`src/sbc_pkg.sv`:
```
// Constants and types for the stack back-channel coordinator
// Contract
// RULE_01 - Strap mismatch: switches off, share low, quiet
// RULE_02 - Controller keeps modulating through sync faults
// RULE_03 - Follower sync fault: switches off, share low
// RULE_04 - Every stack member wired and configured alike
// RULE_05 - Inconsistent stack flags fault, blocks conversion
// RULE_06 - Controller verifies followers present and ordered
// RULE_07 - Controller copies four settings into followers
// RULE_08 - Only controller answers host; followers ignore
// RULE_09 - Shared setting writes forwarded to followers
// RULE_10 - Controller polls followers, keeps aggregate status
// RULE_11 - Phase select resets to all phases
// RULE_12 - Indexed phase targets matching phase_order_config order
// RULE_13 - Follower writes queued while link busy
// RULE_14 - Queued writes leave in acceptance order
// RULE_15 - Follower reads bypass queue, go first
// RULE_16 - Host waits 4 ms before follower readback
// RULE_17 - Controller initiates link, one transfer only
package sbc_pkg;
   // ------
   // Register codes
   // ------
   localparam logic [7:0] REG_PHASE = 8'h04;
   localparam logic [7:0] REG_VOUT = 8'h21;
   localparam logic [7:0] REG_FREQ = 8'h33;
   localparam logic [7:0] REG_ORDER = 8'h37;
   localparam logic [7:0] REG_RAMP = 8'h61;
   localparam logic [7:0] REG_TUNE = 8'hb1;
   localparam logic [7:0] REG_ARRANGE = 8'hec;
   localparam logic [7:0] REG_STATUS = 8'h79;
   localparam logic [7:0] PHASE_ALL = 8'hff;
   localparam logic [6:0] BCAST_IDX = 7'h7f;
   // Reset values
   localparam logic [15:0] RST_WORD = 16'h0000;
   localparam logic [39:0] RST_TUNE = 40'h00_0000_0000;
   // ------
   // Link framing and timing
   // ------
   localparam int DATA_W = 40;
   localparam int HDR_BITS = 16;
   localparam int FRAME_BITS = 56;
   localparam int CLK_PERIOD_NS = 10;
   localparam int BC_HALF_NS = 60;
   localparam int BC_HALF_CYC = (BC_HALF_NS + CLK_PERIOD_NS - 1) / CLK_PERIOD_NS;
   localparam int POLL_PERIOD_US = 1000;
   localparam int POLL_CYC_DEF = POLL_PERIOD_US * 1000 / CLK_PERIOD_NS;
   // ------
   // Types
   // ------
   typedef enum logic [2:0] {
      ST_STRAP = 3'b000, ST_VERIFY = 3'b001, ST_LOAD = 3'b010,
      ST_RUN = 3'b011, ST_FAULT = 3'b100
   } sbc_state_t;
   typedef enum logic [2:0] {
      OP_NONE = 3'b000, OP_SEQ = 3'b001, OP_QWR = 3'b010,
      OP_HRD = 3'b011, OP_POLL = 3'b100
   } sbc_op_t;
   typedef struct packed {
      logic wr;
      logic [7:0] code;
      logic [DATA_W-1:0] data;
   } sbc_hcmd_t;
   typedef struct packed {
      logic rd;
      logic [6:0] idx;
      logic [7:0] code;
      logic [DATA_W-1:0] data;
   } sbc_frame_t;
endpackage

```
`src/sbc_top.sv`:
```
// Stack back-channel coordinator: straps, sequencing, relay, polling
`timescale 1ns/10ps
module sbc_top import sbc_pkg::*; #(
   parameter int NUM_FOL = 3,
   parameter int QDEPTH = 4,
   parameter int POLL_CYC = POLL_CYC_DEF
) (
   input wire logic clk_sys,
   input wire logic rst_b,
   input wire logic host_cmd_valid,
   input wire sbc_hcmd_t host_cmd,
   output logic host_cmd_ready,
   output logic host_rsp_valid,
   output logic [DATA_W-1:0] host_rsp_data,
   input wire logic role_follower_in,
   input wire logic straps_settled_in,
   input wire logic strap_mismatch_in,
   input wire logic sync_fault_in,
   input wire logic sync_stuck_in,
   input wire logic vout_ok_in,
   output logic backchannel_clock_o,
   output logic backchannel_clock_oe,
   input wire logic backchannel_data_i,
   output logic backchannel_data_o,
   output logic backchannel_data_oe,
   output logic switch_enable,
   output logic current_share_line_pull_low,
   output logic power_good_output,
   output logic alert_pin_o,
   output logic alert_pin_oe,
   output logic strap_mismatch_fault,
   output logic por_fault
);
   // ------
   // Input synchronisers
   // ------
   logic [6:0] raw; // Pins from other domains
   logic [6:0] meta_r; // First stage, read only by syn_r
   logic [6:0] syn_r; // Safe copies
   assign raw = {backchannel_data_i, vout_ok_in, sync_stuck_in,
      sync_fault_in, strap_mismatch_in, straps_settled_in, role_follower_in};

   // Two flops per pin
   always_ff @(posedge clk_sys or negedge rst_b) begin
      if (!rst_b) begin
         meta_r <= 7'h00;
         syn_r <= 7'h00;
      end else begin
         meta_r <= raw;
         syn_r <= meta_r;
      end
   end

   logic sync_bad; // Sync fault or stuck level
   assign sync_bad = syn_r[3] | syn_r[4];

   // ------
   // Declarations
   // ------
   sbc_state_t st_r; // Sequencer state
   logic follower_r; // Role caught from strap
   logic strap_fault_r; // Strap mismatch latched
   logic por_fault_r; // Stack programming fault
   logic [6:0] sq_fol_r; // Follower being set up
   logic [2:0] sq_item_r; // Step within follower
   logic sq_wait_r; // Sequencer op in flight
   logic [7:0] phase_r; // Phase select
   logic [15:0] vout_r, freq_r, order_r, ramp_r, arr_r;
   logic [39:0] tune_r; // Loop tuning
   logic lk_busy_r, lk_done_r, lk_hi_r, lk_start_r, lk_rd_r;
   logic [7:0] lk_div_r; // Half-period counter
   logic [5:0] lk_bit_r; // Bit in frame
   logic [FRAME_BITS-1:0] lk_sh_r; // Outgoing shifter
   logic [DATA_W-1:0] lk_rx_r; // Read data
   sbc_op_t lk_kind_r; // Owner of current transfer
   sbc_op_t grant; // Arbiter pick
   sbc_frame_t lk_frame; // Frame for grant
   logic lk_go; // Start a transfer
   sbc_frame_t q_mem [QDEPTH]; // Write queue storage
   logic [$clog2(QDEPTH)-1:0] q_wp_r, q_rp_r;
   logic [$clog2(QDEPTH):0] q_cnt_r;
   logic q_push, q_pop, q_full;
   logic hrd_pend_r, hrd_wait_r; // Host follower read
   sbc_frame_t hrd_fr_r; // Its frame
   logic [31:0] poll_cnt_r; // Poll interval timer
   logic poll_pend_r; // Poll due
   logic [6:0] poll_fol_r; // Next follower polled
   logic [15:0] stat_r [NUM_FOL]; // Polled status
   logic [15:0] stat_or; // Aggregate
   logic accept, hc_all, hc_own, hc_fol, shared, need_q;
   logic seq_req;
   sbc_frame_t seq_fr; // Sequencer frame
   sbc_frame_t push_fr; // Host frame to queue
   logic [DATA_W-1:0] loc_rd; // Local read mux

   // ------
   // Host decode
   // ------
   always_comb begin
      hc_all = (phase_r == PHASE_ALL); // see RULE_11
      hc_own = (phase_r == {4'h0, order_r[3:0]}); // see RULE_12
      hc_fol = !hc_all && !hc_own && (host_cmd.code != REG_PHASE);
      shared = (host_cmd.code == REG_VOUT) || (host_cmd.code == REG_FREQ) ||
         (host_cmd.code == REG_RAMP) || (host_cmd.code == REG_TUNE);
      // Forward shared writes or aim at one follower
      need_q = host_cmd.wr && (hc_fol || (hc_all && shared)); // see RULE_09
      q_full = (q_cnt_r == ($clog2(QDEPTH)+1)'(QDEPTH));
      push_fr.rd = 1'b0;
      push_fr.idx = hc_all ? BCAST_IDX : phase_r[6:0];
      push_fr.code = host_cmd.code;
      push_fr.data = host_cmd.data;
      // Followers never take host traffic; stall a queued write when queue full
      host_cmd_ready = (st_r == ST_RUN) && !follower_r && // see RULE_08
         !hrd_pend_r && !hrd_wait_r && !(need_q && q_full); // see RULE_13
      accept = host_cmd_valid && host_cmd_ready;
      q_push = accept && need_q;
   end

   // Local read mux
   always_comb begin
      case (host_cmd.code)
         REG_PHASE: loc_rd = {32'h0000_0000, phase_r};
         REG_VOUT: loc_rd = {24'h00_0000, vout_r};
         REG_FREQ: loc_rd = {24'h00_0000, freq_r};
         REG_ORDER: loc_rd = {24'h00_0000, order_r};
         REG_RAMP: loc_rd = {24'h00_0000, ramp_r};
         REG_TUNE: loc_rd = tune_r;
         REG_ARRANGE: loc_rd = {24'h00_0000, arr_r};
         REG_STATUS: loc_rd = {24'h00_0000, stat_or}; // see RULE_10
         default: loc_rd = '0;
      endcase
   end

   // ------
   // Register file, written when this device is targeted
   // ------
   always_ff @(posedge clk_sys or negedge rst_b) begin
      if (!rst_b) begin
         phase_r <= PHASE_ALL; // see RULE_11
         vout_r <= RST_WORD;
         freq_r <= RST_WORD;
         order_r <= RST_WORD;
         ramp_r <= RST_WORD;
         arr_r <= RST_WORD;
         tune_r <= RST_TUNE;
      end else if (accept && host_cmd.wr) begin
         if (host_cmd.code == REG_PHASE) begin
            phase_r <= host_cmd.data[7:0];
         end else if (hc_all || hc_own) begin
            case (host_cmd.code)
               REG_VOUT: vout_r <= host_cmd.data[15:0];
               REG_FREQ: freq_r <= host_cmd.data[15:0];
               REG_ORDER: order_r <= host_cmd.data[15:0];
               REG_RAMP: ramp_r <= host_cmd.data[15:0];
               REG_TUNE: tune_r <= host_cmd.data;
               REG_ARRANGE: arr_r <= host_cmd.data[15:0];
               default: ;
            endcase
         end
      end
   end

   // ------
   // Host answers: local next cycle, follower on link done
   // ------
   always_ff @(posedge clk_sys or negedge rst_b) begin
      if (!rst_b) begin
         host_rsp_valid <= 1'b0;
         host_rsp_data <= '0;
         hrd_pend_r <= 1'b0;
         hrd_wait_r <= 1'b0;
         hrd_fr_r <= '0;
      end else begin
         host_rsp_valid <= 1'b0;
         if (accept && !host_cmd.wr && hc_fol) begin
            hrd_pend_r <= 1'b1; // Not queued: see RULE_15
            hrd_fr_r <= '{rd: 1'b1, idx: phase_r[6:0], code: host_cmd.code, data: '0};
         end else if (accept && !host_cmd.wr) begin
            host_rsp_valid <= 1'b1;
            host_rsp_data <= loc_rd;
         end
         if (grant == OP_HRD) begin
            hrd_pend_r <= 1'b0;
            hrd_wait_r <= 1'b1;
         end
         if (lk_done_r && lk_kind_r == OP_HRD) begin
            hrd_wait_r <= 1'b0;
            host_rsp_valid <= 1'b1;
            host_rsp_data <= lk_rx_r;
         end
      end
   end

   // ------
   // Write queue, strict first in first out
   // ------
   always_ff @(posedge clk_sys or negedge rst_b) begin
      if (!rst_b) begin
         q_wp_r <= '0;
         q_rp_r <= '0;
         q_cnt_r <= '0;
      end else begin
         if (q_push) begin
            q_wp_r <= q_wp_r + 1'b1; // see RULE_14
         end
         if (q_pop) begin
            q_rp_r <= q_rp_r + 1'b1; // see RULE_14
         end
         q_cnt_r <= q_cnt_r + q_push - q_pop;
      end
   end

   // Storage needs no reset
   always_ff @(posedge clk_sys) begin
      if (q_push) begin
         q_mem[q_wp_r] <= push_fr;
      end
   end

   // ------
   // Arbiter: setup, then host read, queue, poll
   // ------
   always_comb begin
      seq_fr.rd = (st_r == ST_VERIFY);
      seq_fr.idx = sq_fol_r;
      seq_fr.data = '0;
      case ({st_r == ST_LOAD, sq_item_r[1:0]})
         3'b000: seq_fr.code = REG_ORDER;
         3'b001: seq_fr.code = REG_ARRANGE;
         3'b100: seq_fr.code = REG_TUNE;
         3'b101: seq_fr.code = REG_FREQ;
         3'b110: seq_fr.code = REG_RAMP;
         default: seq_fr.code = REG_VOUT;
      endcase
      case (sq_item_r[1:0])
         2'b00: seq_fr.data = tune_r;
         2'b01: seq_fr.data = {24'h00_0000, freq_r};
         2'b10: seq_fr.data = {24'h00_0000, ramp_r};
         default: seq_fr.data = {24'h00_0000, vout_r};
      endcase
      seq_req = (st_r == ST_VERIFY || st_r == ST_LOAD) && !sq_wait_r;
      grant = OP_NONE;
      lk_frame = '0;
      if (!lk_busy_r) begin // see RULE_17
         if (seq_req) begin
            grant = OP_SEQ;
            lk_frame = seq_fr;
         end else if (hrd_pend_r) begin
            grant = OP_HRD; // see RULE_15
            lk_frame = hrd_fr_r;
         end else if (q_cnt_r != '0) begin
            grant = OP_QWR; // see RULE_13
            lk_frame = q_mem[q_rp_r];
         end else if (poll_pend_r) begin
            grant = OP_POLL;
            lk_frame = '{rd: 1'b1, idx: poll_fol_r, code: REG_STATUS, data: '0};
         end
      end
      lk_go = (grant != OP_NONE);
      q_pop = (grant == OP_QWR);
   end

   // ------
   // Link engine: start, then 56 bits, clock low then high
   // ------
   always_ff @(posedge clk_sys or negedge rst_b) begin
      if (!rst_b) begin
         lk_busy_r <= 1'b0;
         lk_done_r <= 1'b0;
         lk_hi_r <= 1'b1;
         lk_start_r <= 1'b0;
         lk_rd_r <= 1'b0;
         lk_div_r <= 8'h00;
         lk_bit_r <= 6'h00;
         lk_sh_r <= '0;
         lk_rx_r <= '0;
         lk_kind_r <= OP_NONE;
         backchannel_clock_o <= 1'b1;
         backchannel_data_o <= 1'b1;
         backchannel_data_oe <= 1'b0;
      end else begin
         lk_done_r <= 1'b0;
         if (!lk_busy_r) begin
            if (lk_go) begin // Start: data low under high clock
               lk_busy_r <= 1'b1;
               lk_start_r <= 1'b1;
               lk_sh_r <= lk_frame;
               lk_rd_r <= lk_frame.rd;
               lk_kind_r <= grant;
               lk_bit_r <= 6'h00;
               lk_div_r <= 8'h00;
               backchannel_data_o <= 1'b0;
               backchannel_data_oe <= 1'b1;
            end
         end else if (lk_div_r != 8'(BC_HALF_CYC - 1)) begin
            lk_div_r <= lk_div_r + 8'h01;
         end else begin
            lk_div_r <= 8'h00;
            if (lk_start_r) begin
               lk_start_r <= 1'b0;
               lk_hi_r <= 1'b0;
               backchannel_clock_o <= 1'b0;
               backchannel_data_o <= lk_sh_r[FRAME_BITS-1];
            end else if (!lk_hi_r) begin
               lk_hi_r <= 1'b1;
               backchannel_clock_o <= 1'b1;
            end else begin
               // Sample read data late in the high half
               if (lk_rd_r && lk_bit_r >= 6'(HDR_BITS)) begin
                  lk_rx_r <= {lk_rx_r[DATA_W-2:0], syn_r[6]};
               end
               if (lk_bit_r == 6'(FRAME_BITS - 1)) begin
                  lk_busy_r <= 1'b0;
                  lk_done_r <= 1'b1;
                  backchannel_data_o <= 1'b1;
                  backchannel_data_oe <= 1'b0;
               end else begin
                  lk_bit_r <= lk_bit_r + 6'h01;
                  lk_sh_r <= {lk_sh_r[FRAME_BITS-2:0], 1'b0};
                  lk_hi_r <= 1'b0;
                  backchannel_clock_o <= 1'b0;
                  backchannel_data_o <= lk_sh_r[FRAME_BITS-2];
                  // Release data for the reply field
                  backchannel_data_oe <= !(lk_rd_r && lk_bit_r >= 6'(HDR_BITS - 1));
               end
            end
         end
      end
   end

   // Controller owns the clock line
   assign backchannel_clock_oe = !follower_r && (st_r != ST_STRAP); // see RULE_17

   // ------
   // Power-on sequencer
   // ------
   always_ff @(posedge clk_sys or negedge rst_b) begin
      if (!rst_b) begin
         st_r <= ST_STRAP;
         follower_r <= 1'b0;
         strap_fault_r <= 1'b0;
         por_fault_r <= 1'b0;
         sq_fol_r <= 7'h01;
         sq_item_r <= 3'h0;
         sq_wait_r <= 1'b0;
      end else begin
         if (grant == OP_SEQ) begin
            sq_wait_r <= 1'b1;
         end
         case (st_r)
            ST_STRAP: begin
               // Straps checked before any ramp
               if (syn_r[1]) begin
                  follower_r <= syn_r[0];
                  if (syn_r[2]) begin
                     strap_fault_r <= 1'b1; // see RULE_01
                     st_r <= ST_FAULT;
                  end else if (syn_r[0] || NUM_FOL == 0) begin
                     st_r <= ST_RUN;
                  end else begin
                     st_r <= ST_VERIFY;
                  end
               end
            end
            ST_VERIFY, ST_LOAD: begin
               if (lk_done_r && lk_kind_r == OP_SEQ) begin
                  sq_wait_r <= 1'b0;
                  // Follower must echo its order and arrangement
                  if (st_r == ST_VERIFY && ((sq_item_r == 3'h0 && // see RULE_06
                     lk_rx_r[3:0] != sq_fol_r[3:0]) ||
                     (sq_item_r == 3'h1 && lk_rx_r[15:0] != arr_r))) begin
                     por_fault_r <= 1'b1; // see RULE_05
                     st_r <= ST_FAULT;
                  end else if (sq_item_r != ((st_r == ST_VERIFY) ? 3'h1 : 3'h3)) begin
                     sq_item_r <= sq_item_r + 3'h1; // see RULE_07
                  end else begin
                     sq_item_r <= 3'h0;
                     if (sq_fol_r == 7'(NUM_FOL)) begin
                        sq_fol_r <= 7'h01;
                        st_r <= (st_r == ST_VERIFY) ? ST_LOAD : ST_RUN;
                     end else begin
                        sq_fol_r <= sq_fol_r + 7'h01;
                     end
                  end
               end
            end
            ST_RUN: ;
            ST_FAULT: ; // Held until reset
            default: st_r <= ST_FAULT;
         endcase
      end
   end

   // ------
   // Periodic polling of followers
   // ------
   always_ff @(posedge clk_sys or negedge rst_b) begin
      if (!rst_b) begin
         poll_cnt_r <= 32'h0000_0000;
         poll_pend_r <= 1'b0;
         poll_fol_r <= 7'h01;
      end else begin
         if (grant == OP_POLL) begin
            poll_pend_r <= 1'b0;
         end else if (poll_cnt_r == 32'(POLL_CYC - 1)) begin
            poll_pend_r <= (st_r == ST_RUN) && !follower_r && NUM_FOL > 0; // see RULE_10
         end
         poll_cnt_r <= (poll_cnt_r == 32'(POLL_CYC - 1)) ? 32'h0000_0000 : poll_cnt_r + 32'h0000_0001;
         if (lk_done_r && lk_kind_r == OP_POLL) begin
            poll_fol_r <= (poll_fol_r == 7'(NUM_FOL)) ? 7'h01 : poll_fol_r + 7'h01;
         end
      end
   end

   // Per-follower status record
   for (genvar g = 0; g < NUM_FOL; g++) begin : g_stat
      always_ff @(posedge clk_sys or negedge rst_b) begin
         if (!rst_b) begin
            stat_r[g] <= 16'h0000;
         end else if (lk_done_r && lk_kind_r == OP_POLL && poll_fol_r == 7'(g + 1)) begin
            stat_r[g] <= lk_rx_r[15:0]; // see RULE_10
         end
      end
   end

   // Stack aggregate
   always_comb begin
      stat_or = 16'h0000;
      for (int i = 0; i < NUM_FOL; i++) begin
         stat_or = stat_or | stat_r[i];
      end
   end

   // ------
   // Fault responses and power outputs
   // ------
   logic fol_off; // Follower hit by sync fault
   assign fol_off = follower_r && sync_bad; // see RULE_03

   // Sync faults only stop followers, even during ramp
   always_ff @(posedge clk_sys or negedge rst_b) begin
      if (!rst_b) begin
         switch_enable <= 1'b0;
         current_share_line_pull_low <= 1'b0;
         power_good_output <= 1'b0;
         alert_pin_oe <= 1'b0;
      end else begin
         switch_enable <= (st_r == ST_RUN) && !fol_off; // see RULE_02
         current_share_line_pull_low <= strap_fault_r || fol_off; // see RULE_01
         power_good_output <= (st_r == ST_RUN) && !fol_off && syn_r[5];
         alert_pin_oe <= por_fault_r; // Strap mismatch stays quiet: see RULE_01
      end
   end

   assign alert_pin_o = 1'b0;
   assign strap_mismatch_fault = strap_fault_r;
   assign por_fault = por_fault_r;
endmodule

```
`config.mk`:
```
export PLATFORM = sky130hd
export DESIGN_NAME = sbc_top
export DESIGN_NICKNAME = d
export VERILOG_FILES = /design/src/sbc_pkg.sv /design/src/sbc_top.sv
export SDC_FILE = /design/constraint.sdc
export NUM_CORES = 1
export LEC_CHECK = 0
export CAP_MARGIN = 40
export CORE_MARGIN = 1
export CORE_UTILIZATION = 45
export DETAILED_ROUTE_END_ITERATION = 10
export DONT_BUFFER_PORTS = 1
export PLACE_DENSITY = 0.67
export SLEW_MARGIN = 15
export SYNTH_ARGS = -nofsm -noshare
export SYNTH_HDL_FRONTEND = slang
export SYNTH_SLANG_ARGS = --single-unit
```
`constraint.sdc`:
```
create_clock -name clk_sys -period 7.97 [get_ports clk_sys]
set_input_delay 0.797 -clock clk_sys [delete_from_list [all_inputs] [get_ports clk_sys]]
set_output_delay 0.797 -clock clk_sys [all_outputs]
set_load 0.02 [all_outputs]
```
==> flow_metrics.tcl <==
set metrics [dict create \
    cts.sinks 658 \
    layout-drive-gt1-share_pct 23.3 \
    worst_slew_pin_slew_ns 1.62 \
    r2r-start "st_r[0]$_DFFE_PN0P_" \
    synth.distinct_cells 87 \
    core_area_mm2 0.0619 \
    dpl_cell_area_mm2 0.0293 \
    clkLatencyLatePin_ns 0.62 \
    antenna_cells 0 \
    cp_max_fo 41 \
    end_kind "register" \
    syn-num-nets 2158 \
    clockBufferDepth 3 \
    p_int_mw 5.76 \
    slew-limit-headroom_pct -7.85 \
    yosysSeqAreaShare_pct 62.1 \
    grt_usage_pct 21.6 \
    gp_congestion 0.870 \
    io-pin-count 112 \
    layout_common_cells "422 x dfrtp_1, 231 x mux2_2, 220 x edfxtp_1" \
    drt-initial-drc-count 1687 \
    dr.pass1.iters 9 \
    r2r_end "q_mem[0][3]$_DFFE_PP_" \
    drv_cap 0 \
    hold_viol 0 \
    grt_pass1_vias 18000 \
    leakage_nw 13.2 \
    cts_htree_levels 3 \
    synthFlopType "dfrtp_1" \
    worstSetupStartpointType "register" \
    status "finished with violations" \
    clock_skew_ns 0.0293 \
    violations "max-slew violations" \
    synthCells 2080 \
    yosysWarnings 0 \
    clockRootBuffer "clkbuf_16" \
    grt_max_degree 439 \
    maxSlewViolCount 154 \
    viasPerCell 5.96 \
    grt_pass1_wl_mm 106 \
    wl_mm 68.3 \
    rsz0062_at_grt "no" \
    cts_setup_buffers 0 \
    die_w_um 253 \
    hold_class "in2async" \
    synth-edff-count 220 \
    crit_type "reg2reg" \
    comb_power_share_pct 7.5 \
    powerDensity_mw_per_mm2 243 \
    switching_share_pct 25.5 \
    final_common_cell "dfrtp_1" \
    start_util_pct 45.7 \
    ys_ff_latch 658 \
    synth_area_mm2 0.0283 \
    power_switching_mw 1.97 \
    synthToLayoutAreaGrowth_pct 12.3 \
    clock_power_share_pct 42.0 \
    worstPathRequired_ns 8.20 \
    fin_area_mm2 0.0318 \
    die_area_mm2 0.0639 \
    numCtsBuffers 70 \
    place_hpwl_mm 44.5 \
    worstRegToRegCells 6 \
    avgRoutedWirePerCell_um 23.0 \
    overflow 0 \
    num_vias 17700 \
    finalSetupViolCount 0 \
    cts_tree "done" \
    fin_nets 2149 \
    period_minus_slack_ns 4.02 \
    peakVddDrop_mv 0.170 \
    cts.repair.resized 0 \
    ff2ff_setup_slack_ns 3.95 \
    synthArstFlopShare_pct 66.6 \
    port_buffers 0 \
    antenna_found_initial 0 \
    drc_errors 0 \
    p_seq_share_pct 50.5 \
    tns_ns 0 \
    min_period_over_period_pct 50.4 \
    path_clk_slew_ns 0.06 \
    fp-row-count 91 \
    startpoint "st_r[0]$_DFFE_PN0P_" \
    syn_area_per_cell_um2 13.6 \
    cp.arrival_ns 4.25 \
    chipHeight_um 253 \
    max_freq_ghz 0.249 \
    final_antenna_net_count 0 \
]
per-layer routing:
layer  track usage (%)  wire length [um]  up-vias
met5                 0                 0        -
met4              6.72              1840        0
met3              4.74              4220      107
met2              37.0             34600      511
met1              27.1             27700     9211
li1                  -                 -     7844
worst max path at each step:
stage | cells after the start | slack [ns] | endpoint
detailed placement | 7 | 3.61 | q_mem[0][12]$_DFFE_PP_
CTS | 6 | 4.02 | q_mem[0][15]$_DFFE_PP_
global placement | 7 | 3.65 | q_mem[0][13]$_DFFE_PP_
finish | 6 | 3.95 | q_mem[0][3]$_DFFE_PP_
floorplan | 7 | 3.62 | q_mem[0][0]$_DFFE_PP_
global route | 6 | 3.67 | q_mem[0][2]$_DFFE_PP_
cell families (layout without fill, tap and decap cells):
| family | Yosys count | after routing | share of synthesized area, % |
|---|---|---|---|
| other cells | 1 | 1 | 0.0132 |
| mux | 301 | 301 | 14.1 |
| buf+inv | 174 | 223 | 2.47 |
| fa+ha+maj | 19 | 19 | 0.866 |
| compound gates | 390 | 390 | 10.2 |
| simple gates | 465 | 465 | 8.04 |
| flops | 658 | 658 | 62.1 |
| xor+xnor | 72 | 72 | 2.23 |
area by class of cell:
cell class	count	area [um2]
fill	5209	30100
inverter	42	158
tap	837	1050
timing repair buffer	51	581
sequential	658	17600
clock inverter	40	424
clock buffer	90	1890
multi-input combinational	1248	10100
sequential cells by signal, summed over array words and instances, names as in the netlist, 8 cells and up:
register	count
arr_r	16
freq_r	16
host_rsp_data	40
hrd_fr_r	16
lk_div_r	8
lk_rx_r	40
lk_sh_r	56
order_r	16
phase_r	8
poll_cnt_r	32
q_mem	220
ramp_r	16
stat_r	48
tune_r	40
vout_r	16
power by group through the flow:
stage	registers [mW]	logic (mW)	clock network, mW
final	3.90	0.578	3.25
after global routing	3.92	0.636	3.45
after CTS	3.91	0.527	3.32
after detailed placement	3.97	0.524	0
after global placement	3.96	0.508	0
after floorplan	3.90	0.408	0
critical path, stage by stage (launching register included):
cell	delay [ns]
dfrtp_1	0.64
nand3b_1	0.27
nor4_1	0.76
nand3_1	0.32
nor3_2	0.49
and2_2	0.49
buf_4	0.60
cell usage after synthesis, drive strengths merged (6+ instances only):
library cell	number	area share (%)
nor4	15	0.48
a22oi	17	0.45
mux2	232	9.2
a222oi	40	1.4
a22o	18	0.56
o31a	9	0.28
or2	6	0.13
nand3	34	0.60
nor3b	8	0.29
a221o	30	1.1
inv	42	0.56
nor2	119	1.6
nor2b	9	0.20
nor3	18	0.35
nand2b	13	0.29
dfrtp	425	38
and3	16	0.35
dfstp	13	1.2
and2	10	0.22
nand2	166	2.2
xor2	21	0.65
mux4	55	4.4
o221ai	15	0.46
a211oi	16	0.42
a21oi	59	1.1
o311ai	6	0.19
a221oi	27	0.84
nand4	24	0.53
mux2i	14	0.49
clkbuf	105	1.4
o22ai	10	0.22
buf	27	0.52
edfxtp	220	23
o21ai	84	1.5
o31ai	14	0.37
ha	18	0.80
xnor2	51	1.6
metrics by stage:
stage               power (mW)  util (%)  hold slack, ns  instances  setup WS, ns
global placement          4.47      47.0           0.336       2815          3.65
floorplan                 4.31         -           0.331       2080          3.62
CTS                       7.76      51.0          -0.108       2956          4.02
global route              8.01      51.3        0.000386       2966          3.67
finish                    7.73      51.3          0.0307       2966          3.95
detailed placement        4.50      47.3           0.339       2826          3.61
Note: power is estimated with default switching activity, not from simulation.
